## src/core/axis_guard_params.svh

```systemverilog
// Offsets, field positions, reset values and timing counts for the axis guard
`ifndef AXIS_GUARD_PARAMS_SVH
`define AXIS_GUARD_PARAMS_SVH
// Register byte offsets
`define OFS_LIMIT_FUNC 12'h000
`define OFS_FWD_LIMIT 12'h004
`define OFS_REV_LIMIT 12'h008
`define OFS_OUT_ALLOC 12'h00C
`define OFS_PWR_DELAY 12'h010
`define OFS_CONTROL 12'h014
`define OFS_STATUS 12'h018
`define OFS_POSITION 12'h01C
`define OFS_TARGET 12'h020
// Field positions inside the limit function setting
`define FLD_LIM_EN_LSB 0
`define FLD_REF_CHK_BIT 8
// Field position of the brake allocation digit
`define FLD_BK_ALLOC_LSB 8
// Reset values
`define RST_LIMIT_FUNC 32'h0000_0003
`define RST_FWD_LIMIT 32'h3FFF_FFFF
`define RST_REV_LIMIT 32'hC000_0001
`define RST_OUT_ALLOC 32'h0000_0100
`define RST_PWR_DELAY 32'h0000_0000
// Power-off delay step and clock
`define DELAY_STEP_MS 10
`define CLK_HZ 40000000
`define DELAY_STEP_CYC ((`DELAY_STEP_MS * `CLK_HZ) / 1000)
`define PWR_DELAY_MAX 6'h32
`endif

```

## src/core/axis_guard_pkg.sv

```systemverilog
// Types shared by the axis guard files
package axis_guard_pkg;
    // Power sequencing states
    typedef enum logic [1:0] {
        PWR_OFF,
        PWR_ON,
        PWR_DELAY
    } pwr_state_e;
    // Limit verdict bundle
    typedef struct packed {
        logic fwd_hit;
        logic rev_hit;
        logic tgt_fwd;
        logic tgt_rev;
    } limit_flags_s;
endpackage

```

## src/core/soft_limit_check.sv

```systemverilog
// Comparator for axis position and target against the software limits
`timescale 1ns/10ps
module soft_limit_check #(
    parameter int W = 32
) (
    input wire logic signed [W-1:0] i_position,
    input wire logic signed [W-1:0] i_target,
    input wire logic signed [W-1:0] i_fwd_limit,
    input wire logic signed [W-1:0] i_rev_limit,
    input wire logic i_fwd_en,
    input wire logic i_rev_en,
    input wire logic i_ref_ok,
    input wire logic i_tgt_chk,
    output axis_guard_pkg::limit_flags_s o_flags
);
    // Strictly beyond the limit counts as crossed
    always_comb begin
        o_flags.fwd_hit = i_ref_ok && i_fwd_en && (i_position > i_fwd_limit); // RQ20
        o_flags.rev_hit = i_ref_ok && i_rev_en && (i_position < i_rev_limit); // RQ20
        o_flags.tgt_fwd = i_ref_ok && i_fwd_en && i_tgt_chk && (i_target > i_fwd_limit);
        o_flags.tgt_rev = i_ref_ok && i_rev_en && i_tgt_chk && (i_target < i_rev_limit);
    end
endmodule // soft_limit_check

```

## src/core/power_off_timer.sv

```systemverilog
// Counts brake-to-power-off delay steps of one divided tick each
`timescale 1ns/10ps
module power_off_timer #(
    parameter int STEP_CYC = 400000
) (
    input wire logic i_clk,
    input wire logic i_rst_b,
    input wire logic i_start,
    input wire logic [5:0] i_steps,
    output logic o_busy,
    output logic o_done
);
    logic [18:0] div_reg;
    logic [18:0] div_next;
    logic [5:0] step_reg;
    logic [5:0] step_next;
    logic busy_reg;
    logic busy_next;
    logic done_next;
    logic done_reg;
    // Next-state for the step divider and step counter
    always_comb begin
        div_next = div_reg;
        step_next = step_reg;
        busy_next = busy_reg;
        done_next = 1'b0;
        if (i_start) begin
            // Zero steps ends at once
            div_next = '0;
            step_next = i_steps;
            busy_next = (i_steps != 6'h00);
            done_next = (i_steps == 6'h00);
        end else if (busy_reg) begin
            if (div_reg == 19'(STEP_CYC - 1)) begin
                div_next = '0;
                if (step_reg == 6'h01) begin
                    busy_next = 1'b0;
                    done_next = 1'b1;
                end
                step_next = step_reg - 6'h01;
            end else begin
                div_next = div_reg + 19'h00001;
            end
        end
    end
    // Registers only
    always_ff @(posedge i_clk or negedge i_rst_b) begin
        if (!i_rst_b) begin
            div_reg <= '0;
            step_reg <= '0;
            busy_reg <= 1'b0;
            done_reg <= 1'b0;
        end else begin
            div_reg <= div_next;
            step_reg <= step_next;
            busy_reg <= busy_next;
            done_reg <= done_next;
        end
    end
    assign o_busy = busy_reg;
    assign o_done = done_reg;
endmodule // power_off_timer

```

## src/core/axis_limit_brake_control.sv

```systemverilog
// Software limit supervision and holding brake control with an APB register port
//
// Contract
// RQ1: Active limit crossing triggers overtravel emergency stop
// RQ2: Limits act only once reference is established
// RQ3: Enable digit: 0 both, 1 fwd, 2 rev, 3 none
// RQ4: Digit enables target screening, default off
// RQ5: Target beyond limit decelerates stop at limit
// RQ6: Signed limits, defaults plus/minus 1073741823
// RQ7: Host keeps reverse limit below forward limit
// RQ8: Brake output high releases, low applies brake
// RQ9: Alarm or servo-off applies the brake
// RQ10: Brake stays released during overtravel
// RQ11: Allocation digit routes brake, applied after restart
// RQ12: Functions sharing a terminal are ORed
// RQ13: Stopped motor: brake applies with servo-off
// RQ14: Power-off delay 0 to 50 steps of 10 ms
// RQ15: Alarm cuts motor power without delay
// RQ16: Delay alters timing only at standstill
// RQ17: Host waits release time plus 50 ms
// RQ18: Vertical axes: power off after brake engages
// RQ19: Soft limit raises overtravel warning when enabled; the code raises it only while motor power is on
// RQ20: Crossed means beyond forward or below reverse
//
// The APB register port and the register offsets were decided locally.
`timescale 1ns/10ps
`include "axis_guard_params.svh"
module axis_limit_brake_control #(
    parameter int STEP_CYC = `DELAY_STEP_CYC
) (
    input wire logic i_clk,
    input wire logic i_rst_b,
    // APB slave
    input wire logic psel,
    input wire logic penable,
    input wire logic pwrite,
    input wire logic [11:0] paddr,
    input wire logic [31:0] pwdata,
    output logic [31:0] prdata,
    output logic pready,
    output logic pslverr,
    // Host command strobes, same clock
    input wire logic i_home_return_cmd,
    input wire logic i_position_set_cmd,
    input wire logic i_position_set_reference_established_flag,
    input wire logic i_positioning_cmd,
    input wire logic i_interpolated_feed_cmd,
    input wire logic i_servo_power_on_cmd,
    input wire logic i_servo_power_off_cmd,
    // Motion state, same clock
    input wire logic signed [31:0] i_position,
    input wire logic signed [31:0] i_target,
    input wire logic i_motor_stopped,
    input wire logic i_alarm,
    input wire logic i_ot_warn_enable,
    // Overtravel pins from outside; other terminal functions on this clock
    input wire logic i_forward_travel_block_in,
    input wire logic i_reverse_travel_block_in,
    input wire logic [2:0] i_other_out_functions,
    // Outputs
    output logic o_emergency_stop,
    output logic o_decel_stop,
    output logic signed [31:0] o_stop_position,
    output logic o_overtravel_warning,
    output logic o_motor_power,
    output logic o_brake_release_out,
    output logic [2:0] o_io_connector_out
);
    logic [31:0] func_reg, func_next;
    logic signed [31:0] fwd_reg, fwd_next;
    logic signed [31:0] rev_reg, rev_next;
    logic [31:0] alloc_reg, alloc_next;
    logic [5:0] delay_reg, delay_next;
    logic [1:0] bk_sel_reg, bk_sel_next; // Allocation latched at restart
    logic reference_established_flag_reg, reference_established_flag_next; // Reference established
    logic warn_reg, warn_next;
    logic decel_reg, decel_next;
    logic signed [31:0] stop_pos_reg, stop_pos_next;
    logic [31:0] rdata_reg, rdata_next;
    logic brake_reg, brake_next;
    logic power_reg, power_next;
    logic warn_clr;
    axis_guard_pkg::pwr_state_e pst_reg, pst_next;
    axis_guard_pkg::limit_flags_s flags;
    logic [1:0] fwd_sync, rev_sync; // Overtravel pin synchronisers
    logic hw_ot;
    logic timer_start, timer_busy, timer_done;
    logic apb_wr, apb_rd, addr_ok;
    logic fwd_en, rev_en;

    // Pin synchronisers, active low pins mean travel blocked
    always_ff @(posedge i_clk or negedge i_rst_b) begin
        if (!i_rst_b) begin
            fwd_sync <= 2'b11;
            rev_sync <= 2'b11;
        end else begin
            fwd_sync <= {fwd_sync[0], i_forward_travel_block_in};
            rev_sync <= {rev_sync[0], i_reverse_travel_block_in};
        end
    end
    assign hw_ot = !fwd_sync[1] || !rev_sync[1];

    // APB decode, zero-wait answer
    assign apb_wr = psel && penable && pwrite;
    assign apb_rd = psel && !penable && !pwrite;
    always_comb begin
        case (paddr)
            `OFS_LIMIT_FUNC, `OFS_FWD_LIMIT, `OFS_REV_LIMIT, `OFS_OUT_ALLOC,
            `OFS_PWR_DELAY, `OFS_CONTROL, `OFS_STATUS, `OFS_POSITION,
            `OFS_TARGET: addr_ok = 1'b1;
            default: addr_ok = 1'b0;
        endcase
    end
    assign pready = 1'b1;
    assign pslverr = psel && penable && !addr_ok;
    assign prdata = rdata_reg;

    // Enable digit decode
    always_comb begin
        case (func_reg[`FLD_LIM_EN_LSB +: 2]) // RQ3
            2'h0: begin
                fwd_en = 1'b1;
                rev_en = 1'b1;
            end
            2'h1: begin
                fwd_en = 1'b1;
                rev_en = 1'b0;
            end
            2'h2: begin
                fwd_en = 1'b0;
                rev_en = 1'b1;
            end
            default: begin
                fwd_en = 1'b0;
                rev_en = 1'b0;
            end
        endcase
    end

    soft_limit_check #(
        .W(32)
    ) u_check (
        .i_position(i_position),
        .i_target(i_target),
        .i_fwd_limit(fwd_reg),
        .i_rev_limit(rev_reg),
        .i_fwd_en(fwd_en),
        .i_rev_en(rev_en),
        .i_ref_ok(reference_established_flag_reg), // RQ2
        .i_tgt_chk(func_reg[`FLD_REF_CHK_BIT]), // RQ4
        .o_flags(flags)
    );

    // Register file and limit state next values
    always_comb begin
        func_next = func_reg;
        fwd_next = fwd_reg;
        rev_next = rev_reg;
        alloc_next = alloc_reg;
        delay_next = delay_reg;
        bk_sel_next = bk_sel_reg;
        reference_established_flag_next = reference_established_flag_reg;
        rdata_next = rdata_reg;
        warn_clr = 1'b0;
        decel_next = decel_reg;
        stop_pos_next = stop_pos_reg;
        if (apb_wr) begin
            case (paddr)
                `OFS_LIMIT_FUNC: func_next = pwdata & 32'h0000_0103;
                `OFS_FWD_LIMIT: fwd_next = pwdata; // RQ6
                `OFS_REV_LIMIT: rev_next = pwdata; // RQ6
                `OFS_OUT_ALLOC: alloc_next = pwdata & 32'h0000_0300;
                `OFS_PWR_DELAY: begin
                    // Clamp to the documented range
                    if (pwdata[5:0] > `PWR_DELAY_MAX || pwdata[31:6] != 26'h0) begin
                        delay_next = `PWR_DELAY_MAX;
                    end else begin
                        delay_next = pwdata[5:0];
                    end
                end
                `OFS_CONTROL: begin
                    // Bit 0 restarts: latch allocation, bit 1 clears warning
                    if (pwdata[0]) begin
                        bk_sel_next = alloc_reg[`FLD_BK_ALLOC_LSB +: 2]; // RQ11
                    end
                    warn_clr = pwdata[1];
                end
                default: begin
                end
            endcase
        end
        if (apb_rd) begin
            case (paddr)
                `OFS_LIMIT_FUNC: rdata_next = func_reg;
                `OFS_FWD_LIMIT: rdata_next = fwd_reg;
                `OFS_REV_LIMIT: rdata_next = rev_reg;
                `OFS_OUT_ALLOC: rdata_next = alloc_reg;
                `OFS_PWR_DELAY: rdata_next = {26'h0, delay_reg};
                `OFS_STATUS: rdata_next = {23'h0, timer_busy, bk_sel_reg, power_reg, brake_reg,
                    warn_reg, decel_reg, o_emergency_stop, reference_established_flag_reg};
                `OFS_POSITION: rdata_next = i_position;
                `OFS_TARGET: rdata_next = i_target;
                default: rdata_next = 32'h0000_0000;
            endcase
        end
        // Reference established by homing or position set
        if (i_home_return_cmd) begin
            reference_established_flag_next = 1'b1; // RQ2
        end else if (i_position_set_cmd) begin
            reference_established_flag_next = i_position_set_reference_established_flag; // RQ2
        end
        // Target screening, stop at the limit position
        if ((i_positioning_cmd || i_interpolated_feed_cmd) && (flags.tgt_fwd || flags.tgt_rev)) begin
            decel_next = 1'b1; // RQ5
            stop_pos_next = flags.tgt_fwd ? fwd_reg : rev_reg; // RQ5
        end else if (i_positioning_cmd || i_interpolated_feed_cmd) begin
            decel_next = 1'b0;
        end
    end

    // Warning is sticky; a new crossing wins over a clear
    always_comb begin
        warn_next = warn_reg;
        if (warn_clr) begin
            warn_next = 1'b0;
        end
        if (i_ot_warn_enable && power_reg && (flags.fwd_hit || flags.rev_hit)) begin
            warn_next = 1'b1; // RQ19
        end
    end

    // Power and brake sequencing
    always_comb begin
        pst_next = pst_reg;
        brake_next = brake_reg;
        power_next = power_reg;
        timer_start = 1'b0;
        case (pst_reg)
            axis_guard_pkg::PWR_OFF: begin
                if (i_servo_power_on_cmd && !i_alarm) begin
                    pst_next = axis_guard_pkg::PWR_ON;
                    power_next = 1'b1;
                    brake_next = 1'b1; // RQ8
                end
            end
            axis_guard_pkg::PWR_ON: begin
                // Overtravel leaves the brake released
                if (i_alarm) begin
                    pst_next = axis_guard_pkg::PWR_OFF;
                    power_next = 1'b0; // RQ15
                    brake_next = 1'b0; // RQ9
                end else if (i_servo_power_off_cmd) begin
                    brake_next = 1'b0; // RQ13
                    if (i_motor_stopped) begin
                        pst_next = axis_guard_pkg::PWR_DELAY; // RQ16
                        timer_start = 1'b1; // RQ14
                    end else begin
                        pst_next = axis_guard_pkg::PWR_OFF;
                        power_next = 1'b0;
                    end
                end
            end
            axis_guard_pkg::PWR_DELAY: begin
                if (i_alarm || timer_done) begin
                    pst_next = axis_guard_pkg::PWR_OFF;
                    power_next = 1'b0; // RQ15
                end
            end
            default: begin
                pst_next = axis_guard_pkg::PWR_OFF;
                power_next = 1'b0;
                brake_next = 1'b0;
            end
        endcase
    end

    power_off_timer #(
        .STEP_CYC(STEP_CYC)
    ) u_timer (
        .i_clk(i_clk),
        .i_rst_b(i_rst_b),
        .i_start(timer_start),
        .i_steps(delay_reg),
        .o_busy(timer_busy),
        .o_done(timer_done)
    );

    // Registers only
    always_ff @(posedge i_clk or negedge i_rst_b) begin
        if (!i_rst_b) begin
            func_reg <= `RST_LIMIT_FUNC;
            fwd_reg <= `RST_FWD_LIMIT;
            rev_reg <= `RST_REV_LIMIT;
            alloc_reg <= `RST_OUT_ALLOC;
            delay_reg <= 6'(`RST_PWR_DELAY);
            bk_sel_reg <= 2'h1;
            reference_established_flag_reg <= 1'b0;
            warn_reg <= 1'b0;
            decel_reg <= 1'b0;
            stop_pos_reg <= 32'h0000_0000;
            rdata_reg <= 32'h0000_0000;
            brake_reg <= 1'b0;
            power_reg <= 1'b0;
            pst_reg <= axis_guard_pkg::PWR_OFF;
        end else begin
            func_reg <= func_next;
            fwd_reg <= fwd_next;
            rev_reg <= rev_next;
            alloc_reg <= alloc_next;
            delay_reg <= delay_next;
            bk_sel_reg <= bk_sel_next;
            reference_established_flag_reg <= reference_established_flag_next;
            warn_reg <= warn_next;
            decel_reg <= decel_next;
            stop_pos_reg <= stop_pos_next;
            rdata_reg <= rdata_next;
            brake_reg <= brake_next;
            power_reg <= power_next;
            pst_reg <= pst_next;
        end
    end

    // Same emergency stop as hardware overtravel
    assign o_emergency_stop = hw_ot || flags.fwd_hit || flags.rev_hit; // RQ1
    assign o_decel_stop = decel_reg;
    assign o_stop_position = stop_pos_reg;
    assign o_overtravel_warning = warn_reg;
    assign o_motor_power = power_reg;
    assign o_brake_release_out = brake_reg; // RQ10

    // Terminal routing, brake ORed with other functions
    always_comb begin
        o_io_connector_out = i_other_out_functions; // RQ12
        case (bk_sel_reg)
            2'h1: o_io_connector_out[0] = i_other_out_functions[0] | brake_reg; // RQ11
            2'h2: o_io_connector_out[1] = i_other_out_functions[1] | brake_reg; // RQ11
            2'h3: o_io_connector_out[2] = i_other_out_functions[2] | brake_reg; // RQ11
            default: o_io_connector_out = i_other_out_functions;
        endcase
    end
endmodule // axis_limit_brake_control

```

## config.mk

```make
export PLATFORM = sky130hd
export DESIGN_NAME = axis_limit_brake_control
export DESIGN_NICKNAME = d
export VERILOG_FILES = /design/src/core/axis_guard_pkg.sv /design/src/core/soft_limit_check.sv /design/src/core/power_off_timer.sv /design/src/core/axis_limit_brake_control.sv
export VERILOG_INCLUDE_DIRS = /design/src /design/src/core
export SDC_FILE = /design/constraint.sdc
export NUM_CORES = 1
export LEC_CHECK = 0
export ABC_AREA = 1
export BUFFER_PORTS_ARGS = -buffer_cell sky130_fd_sc_hd__buf_4
export CELL_PAD_IN_SITES_DETAIL_PLACEMENT = 0
export CELL_PAD_IN_SITES_GLOBAL_PLACEMENT = 1
export CORE_MARGIN = 3
export CORE_UTILIZATION = 38
export DETAILED_ROUTE_END_ITERATION = 12
export MAX_ROUTING_LAYER = met4
export PLACE_DENSITY = 0.81
export SYNTH_ARGS = -nofsm -noshare
export SYNTH_HDL_FRONTEND = slang
export SYNTH_SLANG_ARGS = --single-unit
```

## constraint.sdc

```tcl
create_clock -name i_clk -period 2.06 [get_ports i_clk]
set_input_delay 0.309 -clock i_clk [delete_from_list [all_inputs] [get_ports i_clk]]
set_output_delay 0.309 -clock i_clk [all_outputs]
set_load 0.01 [all_outputs]
```

# Word level (Yosys, flattened, before mapping)
# Index checks and enable logic that the tools add are counted.
# op_classes
magnitude_cmp	5
n_bitwise	4
muxes	50
n_reduce_logical	55
n_eq_ne	21
addsub	2
# op_table
cell	count
32-bit case mux with 8 select lines	1
32-bit greater-than comparator	2
32-bit < comparator	2
19-bit two-way mux	3
12-bit by 5-bit == test with 1-bit output, second input constant	4
1-bit two-way mux	33
32-bit two-way mux	1
26-bit nonzero test	1
12-bit by 4-bit == test with 1-bit output, second input constant	2
6-bit two-way mux	4
19-bit by 1-bit adder with 19-bit output, second input constant	1
19-bit == test, second input constant	1
1-bit logical AND	17
12-bit by 3-bit == test with 1-bit output, second input constant	1
12-bit by 6-bit == test with 1-bit output, second input constant	1
12-bit zero test	1
2-bit AND reduction	6
2-bit two-way mux	5
2-bit nonzero test	5
3-bit AND reduction	3
9-bit OR reduction	1
2-bit == test, second input constant	4
1-bit logical OR	8
2-bit by 1-bit == test with 1-bit output, second input constant	3
15 further kinds	27
# totals
wordCells	157
reg_bits	179

# Longest topological paths before layout
# depth
depth_word	9
ltp_mapped	22
depth_no_buf	22

# Modules after synthesis
# From an unflattened synthesis, not the netlist that was laid out.
# hier_totals
cells_unflattened	1758
hier_area_um2	12767.2
# by_module_without_submodules
module	seq_area_each_um2	area_each_um2	n_inst	cells_per_inst
axis_limit_brake_control	3854.9	7945.1	1	1031
soft_limit_check	0.0	3149.3	1	490
power_off_timer	675.6	1672.9	1	237

# Worst setup path after synthesis
# Ideal clock, no wire load.
# synth_path
kind	register to register
start	register fwd_reg[25]
end	register stop_pos_reg[10] (netlist: o_stop_position[10])
required_ns	1.943
setup_time_ns	0.117
period_less_slack_ns	2.223
stages_incl_launch_ff	18
path_slack_ns	-0.163
arrival_ns	2.106
path_cell_list	dfstp_2 -> inv_1 -> ha_1 -> nand2_1 -> inv_1 -> o21ai_1 -> nand2_1 -> nand2_1 -> o211ai_1 -> nor2_1 -> nand2_1 -> nand2_2 -> nand3_4 -> nand2_4 -> nand2_4 -> buf_4 -> nand2_1 -> nand2_1
# synth_between
elab_chain_len	4
# synth_rtl
item	line	text
from (decl)	axis_limit_brake_control.sv:70	logic signed [31:0] fwd_reg, fwd_next;
from (signal assigned)	axis_limit_brake_control.sv:292	fwd_reg <= `RST_FWD_LIMIT;
from (signal assigned)	axis_limit_brake_control.sv:307	fwd_reg <= fwd_next;
32-bit greater-than comparator *	soft_limit_check.sv:20	o_flags.tgt_fwd = i_ref_ok && i_fwd_en && i_tgt_chk && (i_target > i_fwd_limit);
1-bit logical AND *	soft_limit_check.sv:20	
1-bit logical OR	axis_limit_brake_control.sv:213	if ((i_positioning_cmd || i_interpolated_feed_cmd) && (flags.tgt_fwd || flags.tgt_rev)) begin
1-bit logical AND	axis_limit_brake_control.sv:213	
to (signal assigned)	axis_limit_brake_control.sv:315	stop_pos_reg <= stop_pos_next;
to (decl)	axis_limit_brake_control.sv:78	logic signed [31:0] stop_pos_reg, stop_pos_next;
# Every way passes the cells marked *; elsewhere a longest branch is shown, timed or not.
# A chain may end at the register's enable or synchronous reset.

# Final worst setup path
# layout_path
start	register fwd_reg[27]
end	output o_emergency_stop
# layout_between
elab_chain_len	4
# layout_rtl
item	line	text
32-bit greater-than comparator	soft_limit_check.sv:18	o_flags.fwd_hit = i_ref_ok && i_fwd_en && (i_position > i_fwd_limit);
1-bit logical AND	soft_limit_check.sv:18	
1-bit logical OR (2 in series)	axis_limit_brake_control.sv:324	assign o_emergency_stop = hw_ot || flags.fwd_hit || flags.rev_hit;
to (decl)	axis_limit_brake_control.sv:61	output logic o_emergency_stop,
# No other way between the ends.

==> flow_summary.json <==
{
  "numCtsBuffers": 17,
  "irDropWorstVdd_mv": 0.634,
  "critPathKind": "reg -> out",
  "fmax_ghz": 0.361,
  "timing.slew.headroom_pct": 52.7,
  "synth_area_leader_cell": "dfrtp_1",
  "synth_cells": 1574,
  "finalSetupViolCount": 36,
  "timing.rr.start": "fwd_reg[29]",
  "num_rows": 64,
  "grt_pass1_wl_mm": 69.6,
  "grt-ovfl-total": 0,
  "synth_area_um2": 12000,
  "ioPinCount": 202,
  "synth_top_area_share_pct": 28.9,
  "cp_num_buf_inv": 3,
  "end_kind": "primary output",
  "slew_violations": 0,
  "syn-mean-instance-area_um2": 7.60,
  "yosysWarningCount": 0,
  "synthTopCellsByArea": "dfrtp_1, nand2_1, ha_1",
  "required_ns": 1.75,
  "avgRoutedWirePerCell_um": 19.2,
  "post-dp-hpwl_mm": 34.6,
  "first_pass_iters": 5,
  "clk-insertion-delay-late_ns": 0.45,
  "via_count": 12700,
  "outcome": "finished, violations left",
  "start_util_pct": 38.8,
  "nets": 2222,
  "wirelength_mm": 45.8,
  "whs_endpoint": "reference_established_flag_reg",
  "powerDensity_nw_per_um2": 526,
  "crit_chain": "inv_2, ha_1, nand2_1, nor2_2, nand2_2, nor2_4, nand2_2, nand2_2, nand2_2, nand3_4, nand2_2, inv_2, nand2_2, buf_6",
  "setup_ws_ns": -0.713,
  "dieWidth_um": 183,
  "r2r_cells": 16,
  "violations": "setup timing",
  "clkSlewWorstSetupHoldPaths_ns": 0.08,
  "drive_above_1_share_pct": 36.2,
  "cts_tree": "yes",
  "finalCriticalPeriod_ns": 2.77,
  "ys_seq_area_share_pct": 37.9,
  "leakage_nw": 8.28,
  "route.detailed.drc": 0,
  "min_from": "i_position_set_cmd",
  "cts_root_buffer": "clkbuf_16",
  "cp_common_cell": "nand2_2",
  "grt_pass1_vias": 12400,
  "clock_skew_ns": 0.0127,
  "power_mw": 9.14,
  "min-delay-path-class": "in -> reg",
  "crit_arrival_ns": 2.46,
  "finalCritPeriodShare_pct": 135,
  "dieArea_um2": 33600,
  "cts_max_path_buffers": 2,
  "ys_types": 50,
  "multi_input_area_um2": 7460,
  "gp_congestion": 0.985,
  "grtUsageTotal_pct": 27.4,
  "cp-start-kind": "flip-flop",
  "area_growth_pct": 45.3,
  "drt_iter0_drc": 996,
  "maxCapViolations": 0,
  "grt_setup_unrepaired": "yes",
  "regToRegSetupSlack_ns": -0.56,
  "antenna_left": 0,
  "via_per_inst": 5.35,
  "r2r_end": "o_stop_position[13]",
  "synthesis.nets": 1831,
  "antenna_found_initial": 3,
  "numClockSinks": 179,
  "core_um2": 30800,
  "cpPeakStageDelay_ns": 0.55,
  "hold_violations": 0,
  "cp_top_family": "simple AND/OR/NAND/NOR gates",
  "cpMaxStageDelayCell": "dfstp_2",
  "crit_fanout": 3,
  "h-tree-depth": 4,
  "worstMarginPinSlew_ns": 0.709,
  "nFillCells": 2858,
  "die_y_um": 183,
  "fin_tns_setup_ns": -17.84,
  "grt_max_degree": 69,
  "hold_depth": 2,
  "port_buffers": 200,
  "seq_area_um2": 4530,
  "ys_ff_latch": 179
}
-- worst max path at each step --
stage                            start                  end  slack (ns)  depth (start not counted)
after global placement     fwd_reg[23]         o_decel_stop       -0.46                         11
after floorplan            rev_reg[31]  o_stop_position[10]       -0.04                         14
after CTS                  fwd_reg[10]     o_emergency_stop       -0.73                         17
after global routing       fwd_reg[27]     o_emergency_stop       -0.83                         14
final                      fwd_reg[27]     o_emergency_stop       -0.71                         14
after detailed placement  i_target[31]         o_decel_stop       -0.49                         15
-- cells in the final DEF (no fill, tap or decap), types with 10 or more instances in the layout --
| master | count |
|---|---|
| buf_4 | 388 |
| nor3_1 | 17 |
| ha_1 | 100 |
| nand2_4 | 11 |
| a221oi_1 | 13 |
| a21oi_2 | 11 |
| a21oi_1 | 56 |
| clkbuf_16 | 18 |
| nor2_1 | 69 |
| nand4_1 | 53 |
| dfrtp_1 | 138 |
| o21ai_1 | 10 |
| buf_6 | 12 |
| o22ai_1 | 39 |
| buf_12 | 15 |
| nand3_1 | 49 |
| inv_2 | 36 |
| nand2_1 | 354 |
| nand2_2 | 69 |
| dfstp_2 | 41 |
| inv_1 | 164 |
| nor2_2 | 11 |
| a32o_1 | 14 |
| nand3_2 | 21 |
| ha_4 | 29 |
| o21ai_0 | 129 |
-- through the flow --
step                worst slack (ns)  cell area (um2)  util [%]  hold slack, ns  std cells
detailed placement            -0.491            15400      50.1           0.258       2311
floorplan                    -0.0445            12100         -          0.0134       1574
finish                        -0.713            17400      56.4          0.0495       2377
global placement              -0.456            15400      50.1           0.252       2311
CTS                           -0.728            16600      53.9          0.0297       2362
global route                  -0.828            17400      56.4          0.0322       2377
-- worst reg2reg max path: cells and delay by family, from the launching register on --
family | cells | cell delay, ns
flops | 1 | 0.55
buf+inv | 4 | 0.56
compound gates | 1 | 0.24
simple gates | 10 | 0.91
fa+ha+maj | 1 | 0.27
-- cells in the mapped netlist, drive strengths merged --
master and number:
or2 2, a21boi 1, o31ai 1, nand3 74, nand2 436, inv 205
o21ai 141, a22oi 5, ha 129, nor3b 2, o211ai 6, dfstp 41
a32o 14, nor4 9, o32ai 1, conb 1, a221oi 13, o21bai 3
nand4 54, nand3b 3, clkbuf 27, a41oi 1, o31a 1, o22ai 39
nor3 21, a21o 2, buf 27, xor2 3, clkinv 2, a31oi 6
a31o 1, a21oi 69, dfrtp 138, a211oi 2, nor2 86, a22o 4
o21a 3, a311oi 1
-- cell families (layout without fill, tap and decap cells) --
| logic type | Yosys count | in the layout | synth area share, % |
|---|---|---|---|
| AND/OR/NAND/NOR | 687 | 691 | 24.5 |
| AO/OA/AOI/OAI | 314 | 314 | 15.4 |
| buffers and inverters | 261 | 661 | 8.51 |
| flip-flops | 179 | 179 | 37.9 |
| adder cells (fa/ha/maj) | 129 | 129 | 13.5 |
| XOR/XNOR | 3 | 3 | 0.220 |
| other | 1 | 4 | 0.0314 |
-- timing repair --
action	CTS	global route
endpoints found under the setup margin	40	51
resized for setup	86	165
endpoints found under the hold margin	34	0
pin swaps	29	52
setup buffers	11	11
hold buffers	3	0
gates cloned	5	2
-- metal layers --
layer	vias up	GRT usage, %	share of wire (%)
met5	-	-	0
met4	0	7.40	1.9
met3	48	4.16	6.1
met2	416	41.3	45
met1	6148	38.6	47
li1	6110	-	-
-- layout make-up --
class | count | area share [%]
inverter | 207 | 4.54
antenna | 3 | 0.0432
clock buffer | 17 | 2.45
sequential | 179 | 26.1
tap | 396 | 2.85
clock inverter | 15 | 1.13
multi-input combinational | 1138 | 42.9
timing repair buffer | 422 | 20.0
-- where the power goes --
group	total (mW)	switching [mW]	internal (mW)
combinational	1.80	1.04	0.760
sequential	3.88	0.163	3.72
clock	3.46	1.70	1.76
total	9.14	2.91	6.24
No activity file was read; power rests on OpenSTA's default activity.
